File: config.mk
export PLATFORM = sky130hd
export DESIGN_NAME = lpmc_top
export DESIGN_NICKNAME = d
export VERILOG_FILES = /design/src/lpmc_pkg.sv /design/src/lpmc_divider.sv /design/src/lpmc_top.sv
export VERILOG_INCLUDE_DIRS = /design/src /design/src/src
export SDC_FILE = /design/constraint.sdc
export NUM_CORES = 1
export LEC_CHECK = 0
export BUFFER_PORTS_ARGS = -buffer_cell sky130_fd_sc_hd__buf_2
export CORE_UTILIZATION = 50
export DETAILED_ROUTE_END_ITERATION = 8
export PLACE_DENSITY = 0.74
export SLEW_MARGIN = 20
export SYNTH_ARGS = -nofsm -noshare
export SYNTH_HDL_FRONTEND = slang
export SYNTH_SLANG_ARGS = --single-unit
File: constraint.sdc
create_clock -name hclk -period 4.4 [get_ports hclk]
set_input_delay 0.44 -clock hclk [delete_from_list [all_inputs] [get_ports hclk]]
set_output_delay 0.44 -clock hclk [all_outputs]
set_load 0.01 [all_outputs]
File: src/lpmc_consts.svh
`ifndef LPMC_CONSTS_SVH
`define LPMC_CONSTS_SVH
// ==========================================================
// register byte offsets
`define LPMC_OFS_PWRMODE   8'h00
`define LPMC_OFS_CLKSRC    8'h04
`define LPMC_OFS_CLKDIV    8'h08
`define LPMC_OFS_LPMSEL    8'h0C
`define LPMC_OFS_ENTER     8'h10
`define LPMC_OFS_WAKEEN    8'h14
`define LPMC_OFS_SNZEN     8'h18
`define LPMC_OFS_BLKEN     8'h1C
`define LPMC_OFS_MSTOP     8'h20
`define LPMC_OFS_STATE     8'h24
`define LPMC_OFS_IRQST     8'h28
`define LPMC_OFS_IRQMSK    8'h2C
`define LPMC_OFS_WAKESRC   8'h30
// ==========================================================
// reset values
`define LPMC_RST_CLKDIV    32'h0000_0000
`define LPMC_RST_BLKEN     8'hFF
`define LPMC_RST_MSTOP     8'hFF
// ==========================================================
// interrupt status bit positions
`define LPMC_IRQ_ENTER     0
`define LPMC_IRQ_WAKE      1
`define LPMC_IRQ_SNOOZE    2
// ==========================================================
// timing: oscillator restart settle time
`define LPMC_SETTLE_NS     400
`define LPMC_CLK_NS        8
`define LPMC_SETTLE_CYC    ((`LPMC_SETTLE_NS + `LPMC_CLK_NS - 1) / `LPMC_CLK_NS)
`endif

File: src/lpmc_pkg.sv
`default_nettype none
package lpmc_pkg;
   typedef enum logic [2:0] {
      LPMC_HIGH_SPEED, LPMC_MIDDLE_SPEED, LPMC_LOW_VOLTAGE,
      LPMC_LOW_SPEED, LPMC_SUBOSC_SPEED
   } lpmc_pwrmode_t;

   typedef enum logic [1:0] {
      LPMC_SRC_EXT_CLK, LPMC_SRC_MAIN_OSC, LPMC_SRC_SUB_OSC, LPMC_SRC_HOCO
   } lpmc_clksrc_t;

   typedef enum logic [1:0] {
      LPMC_LPM_SLEEP, LPMC_LPM_SWSTBY, LPMC_LPM_DEEP
   } lpmc_lpmsel_t;

   typedef enum logic [2:0] {
      LPMC_ST_NORMAL, LPMC_ST_SLEEP, LPMC_ST_SWSTBY,
      LPMC_ST_SNOOZE, LPMC_ST_DEEP, LPMC_ST_WAKE
   } lpmc_state_t;

   typedef struct packed {
      logic [7:0] core_div;
      logic [7:0] peripheral_clock_b_div;
      logic [7:0] peripheral_clock_d_div;
      logic [7:0] bclk_div;
   } lpmc_clkdiv_t;

   typedef struct packed {
      logic core_clk_en;
      logic periph_clk_en;
      logic osc_en;
      logic sram_pwr;
      logic flash_pwr;
      logic core_pwr;
      logic io_hold;
   } lpmc_gate_t;

   typedef struct packed {
      logic ext_pin;
      logic power_on;
      logic volt_mon;
      logic parity;
      logic indep_wdt;
      logic win_wdt;
   } lpmc_rst_t;
endpackage
`default_nettype wire

File: src/lpmc_divider.sv
`timescale 1ns/100ps
`default_nettype none
// ==========================================================
// programmable divide: one-cycle enable every div+1 clocks
module lpmc_divider (
   input  wire logic       hclk,    // system clock
   input  wire logic       hresetn, // async reset, active low
   input  wire logic       run,     // counting allowed
   input  wire logic [7:0] div,     // ratio minus one
   output logic            tick     // clock enable pulse
);
   logic [7:0] cnt_ff;

   always_ff @(posedge hclk or negedge hresetn) begin
      if (!hresetn) begin
         cnt_ff <= 8'h00;
         tick   <= 1'b0;
      end else if (!run) begin
         cnt_ff <= 8'h00;
         tick   <= 1'b0;
      end else if (cnt_ff >= div) begin
         cnt_ff <= 8'h00;
         tick   <= 1'b1;
      end else begin
         cnt_ff <= cnt_ff + 8'h01;
         tick   <= 1'b0;
      end
   end
endmodule
`default_nettype wire

File: src/lpmc_top.sv
// Overview of operation
// - five run modes, high, middle, low-voltage, low, sub-osc speed, with allowed sources
// - system clock source selects external clock, main osc, sub osc or on-chip osc
// - core, two peripheral and bus clock enables from separate division ratios
// - low-power states sleep, software standby, deep standby and snooze
// - sleep stops cpu clock only; peripherals keep running
// - sleep ends on any interrupt or any listed reset
// - software standby gates cpu, peripherals, oscillators; retains contents and pins
// - software standby ends on interrupts enabled in wake enable register or on any listed reset
// - deep standby also stops oscillators, sram, flash, powers core off, holds pins
// - snooze keeps selected peripherals running while cpu sleeps
// - snooze entered only from standby; exits on standby wake sources
// - block enable bits and module-stop bits switch selectable blocks
`timescale 1ns/100ps
`default_nettype none
`include "lpmc_consts.svh"
module lpmc_top import lpmc_pkg::*; (
   input  wire logic        hclk,        // system clock
   input  wire logic        hresetn,     // async reset, active low
   input  wire logic        hsel,        // slave select
   input  wire logic [31:0] haddr,       // address
   input  wire logic [1:0]  htrans,      // transfer type
   input  wire logic        hwrite,      // write
   input  wire logic [2:0]  hsize,       // size
   input  wire logic [31:0] hwdata,      // write data
   input  wire logic        hready,      // bus ready
   output logic [31:0]      hrdata,      // read data
   output logic             hreadyout,   // slave ready
   output logic             hresp,       // response
   input  wire logic [31:0] irq_in,      // peripheral interrupts
   input  wire lpmc_rst_t   rst_src,     // wake-capable reset requests
   output logic             cpu_clk_en,  // core_system_clock enable pulse
   output logic             peripheral_clock_b_en, // peripheral_clock_b enable pulse
   output logic             peripheral_clock_d_en, // peripheral_clock_d enable pulse
   output logic             bclk_en,     // external bus clock enable pulse
   output lpmc_gate_t       gate,        // gating and power controls
   output logic [1:0]       clk_src,     // selected system clock source
   output logic [7:0]       blk_run,     // selectable blocks running
   output logic             irq          // interrupt level
);
   // =======================================================
   // registers
   lpmc_pwrmode_t pwrmode_ff;
   lpmc_clksrc_t  clksrc_ff;
   lpmc_clkdiv_t  clkdiv_ff;
   lpmc_lpmsel_t  lpmsel_ff;
   logic [31:0]   wake_interrupt_enable_ff;
   logic [31:0]   snooze_en_ff;
   logic [7:0]    blken_ff;
   logic [7:0]    mstop_ff;
   logic [2:0]    irqst_ff;
   logic [2:0]    irqmsk_ff;
   logic [31:0]   wakesrc_ff;
   lpmc_state_t   state_ff;
   lpmc_state_t   nxt_state;
   logic [7:0]    settle_ff;
   logic          enter_req;

   // =======================================================
   // bus slave, zero wait states
   logic        ap_wr_ff;
   logic        ap_rd_ff;
   logic [7:0]  ap_addr_ff;
   logic        ap_take;

   assign ap_take   = hsel && hready && htrans[1];
   assign hreadyout = 1'b1;
   assign hresp     = 1'b0;

   always_ff @(posedge hclk or negedge hresetn) begin
      if (!hresetn) begin
         ap_wr_ff   <= 1'b0;
         ap_rd_ff   <= 1'b0;
         ap_addr_ff <= 8'h00;
      end else if (hready) begin
         ap_wr_ff   <= ap_take && hwrite;
         ap_rd_ff   <= ap_take && !hwrite;
         ap_addr_ff <= haddr[7:0];
      end
   end

   function automatic logic wr_hit(input logic [7:0] ofs);
      wr_hit = ap_wr_ff && (ap_addr_ff == ofs);
   endfunction

   // only modes in the list are stored; unused codes are refused
   function automatic logic mode_src_ok(input logic [2:0] m, input logic [1:0] s);
      if (m > 3'h4)
         mode_src_ok = 1'b0;
      else if (m == 3'h4)
         mode_src_ok = (s == 2'h2);
      else
         mode_src_ok = 1'b1;
   endfunction

   assign enter_req = wr_hit(`LPMC_OFS_ENTER) && hwdata[0];

   // run configuration only changes while running normally
   always_ff @(posedge hclk or negedge hresetn) begin
      if (!hresetn) begin
         pwrmode_ff <= LPMC_HIGH_SPEED;
         clksrc_ff  <= LPMC_SRC_HOCO;
         clkdiv_ff  <= `LPMC_RST_CLKDIV;
      end else if (state_ff == LPMC_ST_NORMAL) begin
         if (wr_hit(`LPMC_OFS_PWRMODE) && mode_src_ok(hwdata[2:0], clksrc_ff))
            pwrmode_ff <= lpmc_pwrmode_t'(hwdata[2:0]);
         if (wr_hit(`LPMC_OFS_CLKSRC) && mode_src_ok(pwrmode_ff, hwdata[1:0]))
            clksrc_ff <= lpmc_clksrc_t'(hwdata[1:0]);
         if (wr_hit(`LPMC_OFS_CLKDIV))
            clkdiv_ff <= hwdata;
      end
   end

   always_ff @(posedge hclk or negedge hresetn) begin
      if (!hresetn) begin
         lpmsel_ff                <= LPMC_LPM_SLEEP;
         wake_interrupt_enable_ff <= 32'h0000_0000;
         snooze_en_ff             <= 32'h0000_0000;
         blken_ff                 <= `LPMC_RST_BLKEN;
         mstop_ff                 <= `LPMC_RST_MSTOP;
         irqmsk_ff                <= 3'h0;
      end else begin
         if (wr_hit(`LPMC_OFS_LPMSEL) && hwdata[1:0] != 2'h3)
            lpmsel_ff <= lpmc_lpmsel_t'(hwdata[1:0]);
         if (wr_hit(`LPMC_OFS_WAKEEN))
            wake_interrupt_enable_ff <= hwdata;
         if (wr_hit(`LPMC_OFS_SNZEN))
            snooze_en_ff <= hwdata;
         if (wr_hit(`LPMC_OFS_BLKEN))
            blken_ff <= hwdata[7:0];
         if (wr_hit(`LPMC_OFS_MSTOP))
            mstop_ff <= hwdata[7:0];
         if (wr_hit(`LPMC_OFS_IRQMSK))
            irqmsk_ff <= hwdata[2:0];
      end
   end

   // =======================================================
   // wake qualification
   logic any_rst;
   logic sleep_wake;
   logic stby_wake;
   logic snooze_trig;

   assign any_rst    = |rst_src;
   assign sleep_wake = (|irq_in) || any_rst;
   assign stby_wake  = (|(irq_in & wake_interrupt_enable_ff)) || any_rst;
   assign snooze_trig = |(irq_in & snooze_en_ff);

   // =======================================================
   // low-power state machine
   always_comb begin
      nxt_state = state_ff;
      case (state_ff)
         LPMC_ST_NORMAL: begin
            if (enter_req) begin
               case (lpmsel_ff)
                  LPMC_LPM_SLEEP:  nxt_state = LPMC_ST_SLEEP;
                  LPMC_LPM_SWSTBY: nxt_state = LPMC_ST_SWSTBY;
                  LPMC_LPM_DEEP:   nxt_state = LPMC_ST_DEEP;
                  default:         nxt_state = LPMC_ST_NORMAL;
               endcase
            end
         end
         LPMC_ST_SLEEP: begin
            if (sleep_wake)
               nxt_state = LPMC_ST_NORMAL;
         end
         LPMC_ST_SWSTBY: begin
            if (stby_wake)
               nxt_state = LPMC_ST_WAKE;
            else if (snooze_trig)
               nxt_state = LPMC_ST_SNOOZE;
         end
         LPMC_ST_SNOOZE: begin
            if (stby_wake)
               nxt_state = LPMC_ST_WAKE;
         end
         LPMC_ST_DEEP: begin
            // only a reset leaves deep standby; core state is lost
            if (any_rst)
               nxt_state = LPMC_ST_WAKE;
         end
         LPMC_ST_WAKE: begin
            if (settle_ff == 8'h00)
               nxt_state = LPMC_ST_NORMAL;
         end
         default: nxt_state = LPMC_ST_NORMAL;
      endcase
   end

   always_ff @(posedge hclk or negedge hresetn) begin
      if (!hresetn)
         state_ff <= LPMC_ST_NORMAL;
      else
         state_ff <= nxt_state;
   end

   // oscillators need time before clocks restart
   always_ff @(posedge hclk or negedge hresetn) begin
      if (!hresetn)
         settle_ff <= 8'h00;
      else if (nxt_state == LPMC_ST_WAKE && state_ff != LPMC_ST_WAKE)
         settle_ff <= 8'(`LPMC_SETTLE_CYC - 1);
      else if (settle_ff != 8'h00)
         settle_ff <= settle_ff - 8'h01;
   end

   // record which interrupts caused the wake
   always_ff @(posedge hclk or negedge hresetn) begin
      if (!hresetn)
         wakesrc_ff <= 32'h0000_0000;
      else if (state_ff == LPMC_ST_SLEEP && sleep_wake)
         wakesrc_ff <= irq_in;
      else if ((state_ff == LPMC_ST_SWSTBY || state_ff == LPMC_ST_SNOOZE) && stby_wake)
         wakesrc_ff <= irq_in & wake_interrupt_enable_ff;
   end

   // =======================================================
   // gating per state
   always_comb begin
      gate = '{default: 1'b1};
      gate.io_hold = 1'b0;
      case (state_ff)
         LPMC_ST_SLEEP: gate.core_clk_en = 1'b0;
         LPMC_ST_SWSTBY: begin
            gate.core_clk_en   = 1'b0;
            gate.periph_clk_en = 1'b0;
            gate.osc_en        = 1'b0;
            gate.io_hold       = 1'b1;
         end
         LPMC_ST_SNOOZE: begin
            gate.core_clk_en = 1'b0;
            gate.io_hold     = 1'b1;
         end
         LPMC_ST_DEEP: begin
            gate.core_clk_en   = 1'b0;
            gate.periph_clk_en = 1'b0;
            gate.osc_en        = 1'b0;
            gate.sram_pwr      = 1'b0;
            gate.flash_pwr     = 1'b0;
            gate.core_pwr      = 1'b0;
            gate.io_hold       = 1'b1;
         end
         LPMC_ST_WAKE: begin
            gate.core_clk_en   = 1'b0;
            gate.periph_clk_en = 1'b0;
            gate.io_hold       = 1'b1;
         end
         default: gate.io_hold = 1'b0;
      endcase
   end

   // snooze runs only the blocks that software enabled
   assign blk_run = blken_ff & ~mstop_ff
                    & {8{gate.periph_clk_en && gate.core_pwr}};
   assign clk_src = clksrc_ff;

   // =======================================================
   // clock dividers
   lpmc_divider u_div_core (
      .hclk    (hclk),
      .hresetn (hresetn),
      .run     (gate.core_clk_en),
      .div     (clkdiv_ff.core_div),
      .tick    (cpu_clk_en)
   );
   lpmc_divider u_div_pb (
      .hclk    (hclk),
      .hresetn (hresetn),
      .run     (gate.periph_clk_en),
      .div     (clkdiv_ff.peripheral_clock_b_div),
      .tick    (peripheral_clock_b_en)
   );
   lpmc_divider u_div_pd (
      .hclk    (hclk),
      .hresetn (hresetn),
      .run     (gate.periph_clk_en),
      .div     (clkdiv_ff.peripheral_clock_d_div),
      .tick    (peripheral_clock_d_en)
   );
   lpmc_divider u_div_bclk (
      .hclk    (hclk),
      .hresetn (hresetn),
      .run     (gate.periph_clk_en),
      .div     (clkdiv_ff.bclk_div),
      .tick    (bclk_en)
   );

   // =======================================================
   // interrupts: set beats write-one clear
   logic [2:0] irq_evt;
   assign irq_evt[`LPMC_IRQ_ENTER] = (state_ff == LPMC_ST_NORMAL) && (nxt_state != LPMC_ST_NORMAL);
   assign irq_evt[`LPMC_IRQ_WAKE]  = (state_ff != LPMC_ST_NORMAL) && (nxt_state == LPMC_ST_NORMAL);
   assign irq_evt[`LPMC_IRQ_SNOOZE] = (nxt_state == LPMC_ST_SNOOZE)
                                      && (state_ff != LPMC_ST_SNOOZE);

   always_ff @(posedge hclk or negedge hresetn) begin
      if (!hresetn)
         irqst_ff <= 3'h0;
      else if (wr_hit(`LPMC_OFS_IRQST))
         irqst_ff <= (irqst_ff & ~hwdata[2:0]) | irq_evt;
      else
         irqst_ff <= irqst_ff | irq_evt;
   end

   assign irq = |(irqst_ff & irqmsk_ff);

   // =======================================================
   // read data
   always_ff @(posedge hclk or negedge hresetn) begin
      if (!hresetn)
         hrdata <= 32'h0000_0000;
      else if (ap_take && !hwrite) begin
         case (haddr[7:0])
            `LPMC_OFS_PWRMODE: hrdata <= {29'h0, pwrmode_ff};
            `LPMC_OFS_CLKSRC:  hrdata <= {30'h0, clksrc_ff};
            `LPMC_OFS_CLKDIV:  hrdata <= clkdiv_ff;
            `LPMC_OFS_LPMSEL:  hrdata <= {30'h0, lpmsel_ff};
            `LPMC_OFS_WAKEEN:  hrdata <= wake_interrupt_enable_ff;
            `LPMC_OFS_SNZEN:   hrdata <= snooze_en_ff;
            `LPMC_OFS_BLKEN:   hrdata <= {24'h0, blken_ff};
            `LPMC_OFS_MSTOP:   hrdata <= {24'h0, mstop_ff};
            `LPMC_OFS_STATE:   hrdata <= {29'h0, state_ff};
            `LPMC_OFS_IRQST:   hrdata <= {29'h0, irqst_ff};
            `LPMC_OFS_IRQMSK:  hrdata <= {29'h0, irqmsk_ff};
            `LPMC_OFS_WAKESRC: hrdata <= wakesrc_ff;
            default:           hrdata <= 32'h0000_0000;
         endcase
      end
   end
endmodule
`default_nettype wire
==> impl_results.md <==
* Total Wirelength at 34400 um
* Initial drt markers at 841
* Wire length on met1 at 14200 um
* Slowest-stage cell, CP: dfrtp_1
* Top_reg_cell synth: dfrtp_1
* Synth unique cells at 75
* Pint at 0.00431 W
* Part of the power in registers at 46.3%
* Hold Path Class: in -> reg
* Setup violations, final at 0
* P_sw at 0.00163 W
* Critical Path AT at 2.47 ns
* Worst reg2reg setup slack at 1.80 ns
* Cell Area, Synth at 12300 sq um
* Die span in x at 159 um
* Max cap viols at 0
* Worst Path Required at 3.96 ns
* Synth Instances at 1121
* Pleak at 6.55 nW
* #FFs+latches synth at 245
* Top Ports at 168
* Post-CTS setup buffer count at 0
* Period minus WS final at 2.91 ns
* Routed Antenna Nets at 0
* Post-DP HPWL at 23600 um
* Top layer in use: met5
* H-tree level count at 1
* Largest net degree at the start of global routing at 132
* Initial core utilization at 50.9%
* Total power at 0.00594 W
* Commonest non-fill, non-tap cells in the layout: 227 x dfrtp_1, 136 x buf_2, 116 x nand2_1
* Routed wl met3 at 2590 um
* DIE AREA at 25300 sq um
* Maximum clock frequency at 343 MHz
* Crit share post-route at 66.2%
* Status: finished, final reports clean
* Utilization after layout at 58.6%
* Power per cell area at 418 nW/um^2
* Max Buffers Root-to-Sink at 3
* Layout area overhead at 15.3%
* Root Buffer: clkbuf_16
* RSZ-0062 raised after global routing: false
* WL/cell at 21.6 um
* Sequential area share after synthesis at 49.9%
* Clock power frac at 38.8%
* Tot GR Track Use at 27.1%
* Max Clock Skew at 0.0146 ns
* Drt drc at 0
* Core area at 24200 sq um
* FP Rows at 57
* Initial antenna violation count at 6
* Fin area at 14200 sq um
* Max transition margin at 27.6%
* Layout cell share with drive strength beyond 1 at 28.8%
* YS warnings at 0
* Asr flop ratio synth at 100%
* Slew Viols, Final at 0
* Avg Cell Area, Syn at 11.0 sq um
* Maximum net fanout on the critical path at 33
* Overflow after GRT at 0
* Placed Instance Area at 13300 sq um
* VDD IR max at 0.344 mV
* Worst slew pin tran at 1.09 ns
* Largest stage delay on the critical path at 0.54 ns
* Startpoint Class: flop
* TNS Setup at 0 ns
* Vias in the first global route at 9641
* GPL Wtd Cong at 0.893
* Crit path kind: reg -> out
* Crit-path cells: nand2b_1 -> or2_2 -> nand2_1 -> buf_4 -> inv_1 -> buf_2
* Via count at 9789
* Clk Latency, worst-skew pair at 0.54 ns
* TritonRoute pass-1 iters at 6
* Crit end category: output pin
* Leading cell type in the layout, fill and taps excluded: dfrtp_1
* First-pass GRT wire length at 53800 um
* Syn Nets at 1270
* # resized after CTS at 0
* Port buffer count at 137
* Comb pwr share at 15.0%
* Post-CTS Hold Buffers at 0
* Yosys top cell area share at 46.1%
* Metal2 WL at 16100 um
* Area contributors post-synth: dfrtp_1 46%, mux2_2 8.3%, dfstp_2 3.8%
* TritonCTS Buffers at 27
* Clock Pin Slew Worst Setup and Hold Paths at 0.06 ns
* Fin. Hold Viols at 0
* TritonCTS Sinks at 245
* Die Ht at 159 um
* Area leader, netlist: dfrtp_1
* Switch share at 27.5%
* Vias per inst at 6.16
* Post-synth EDFFs at 0
* Nets at 1391
* CTS tree: done
==> kinds of logic after synthesis <==
family                   count (synthesis)  share of synthesized area (%)
AND/OR/NAND/NOR                        354                           15.2
flip-flops                             245                           49.9
AO/OA/AOI/OAI                          249                           15.9
buffers and inverters                  104                           3.95
adder cells (fa/ha/maj)                 37                           3.75
XOR/XNOR                                28                           1.99
multiplexers                           102                           9.24
other                                    2                         0.0609
==> power groups by stage <==
| stage | clock, W | sequential (W) | combinational (W) |
|---|---|---|---|
| floorplan | 0 | 0.00268 | 0.000625 |
| finish | 0.00230 | 0.00275 | 0.000890 |
| global placement | 0 | 0.00277 | 0.000858 |
| CTS | 0.00233 | 0.00274 | 0.000889 |
| global route | 0.00242 | 0.00277 | 0.000975 |
| detailed placement | 0 | 0.00277 | 0.000886 |
==> cells in the mapped netlist (all sizes together), types with 3 or more instances <==
library cell and count:
nand2 117, a22oi 21, nand3 29, clkbuf 33
inv 41, dfrtp 227, a21o 7, nor3 41
a222oi 3, a21oi 16, buf 30, mux2i 7
or3b 4, and2 7, nor4b 6, or4b 5
a22o 29, a221oi 34, xor2 20, mux2 95
nor2 53, nor4 14, o21ai 81, nand4 17
a221o 33, nor3b 14, xnor2 8, a211oi 3
dfstp 18, ha 37, and3 15, o41a 4
nand2b 15
==> stage by stage <==
stage	std cells	setup slack, ns	hold WS [ns]
floorplan	1121	2.32	0.144
finish	1589	1.49	0.151
global placement	1535	1.37	0.459
CTS	1584	1.45	0.0621
detailed placement	1535	1.40	0.463
global route	1587	1.38	0.163
==> sequential cells by signal, summed over array words and instances, names as in the netlist, 32 cells and up <==
signal                    cells
clkdiv_ff                    32
hrdata                       32
wakesrc_ff                   32
wake_interrupt_enable_ff     32
snooze_en_ff                 32
==> area by class of cell <==
| cell class | instances | area [sq um] |
|---|---|---|
| antenna | 3 | 7.51 |
| clock buffer | 39 | 811 |
| clock inverter | 10 | 103 |
| fill | 2073 | 10000 |
| inverter | 41 | 154 |
| multi-input combinational | 772 | 5720 |
| sequential | 245 | 6150 |
| tap | 324 | 405 |
| timing repair buffer | 155 | 866 |
==> final timing paths <==
path                                                                from                        end  cells past startpoint
max in group asynchronous                                        hresetn    blken_ff[7]$_DFFE_PN1P_                      3
worst min register to register                    hrdata[31]$_DFFE_PN0P_     hrdata[31]$_DFFE_PN0P_                      2
worst max register to register  wake_interrupt_enable_ff[31]$_DFFE_PN0P_  wakesrc_ff[3]$_DFFE_PN0P_                      7
worst max-delay path                               state_ff[2]$_DFF_PN0_                    gate[5]                      6
min in group asynchronous                                        hresetn  ap_addr_ff[3]$_DFFE_PN0P_                      2
worst min-delay path                                          hwdata[23]  clkdiv_ff[23]$_DFFE_PN0P_                      3
==> worst max-delay path, delay by kind of cell, from the launching register on <==
| family | cells | cell delay, ns |
|---|---|---|
| flip-flops | 1 | 0.54 |
| buffers and inverters | 3 | 0.68 |
| AND/OR/NAND/NOR | 3 | 0.67 |
==> routing by layer <==
metal	GRT usage [%]	vias up
met5	0	-
met1	35.2	4878
li1	-	4412
met4	11.7	4
met3	6.38	83
met2	43.4	412
(Power assumes the default switching activity.)
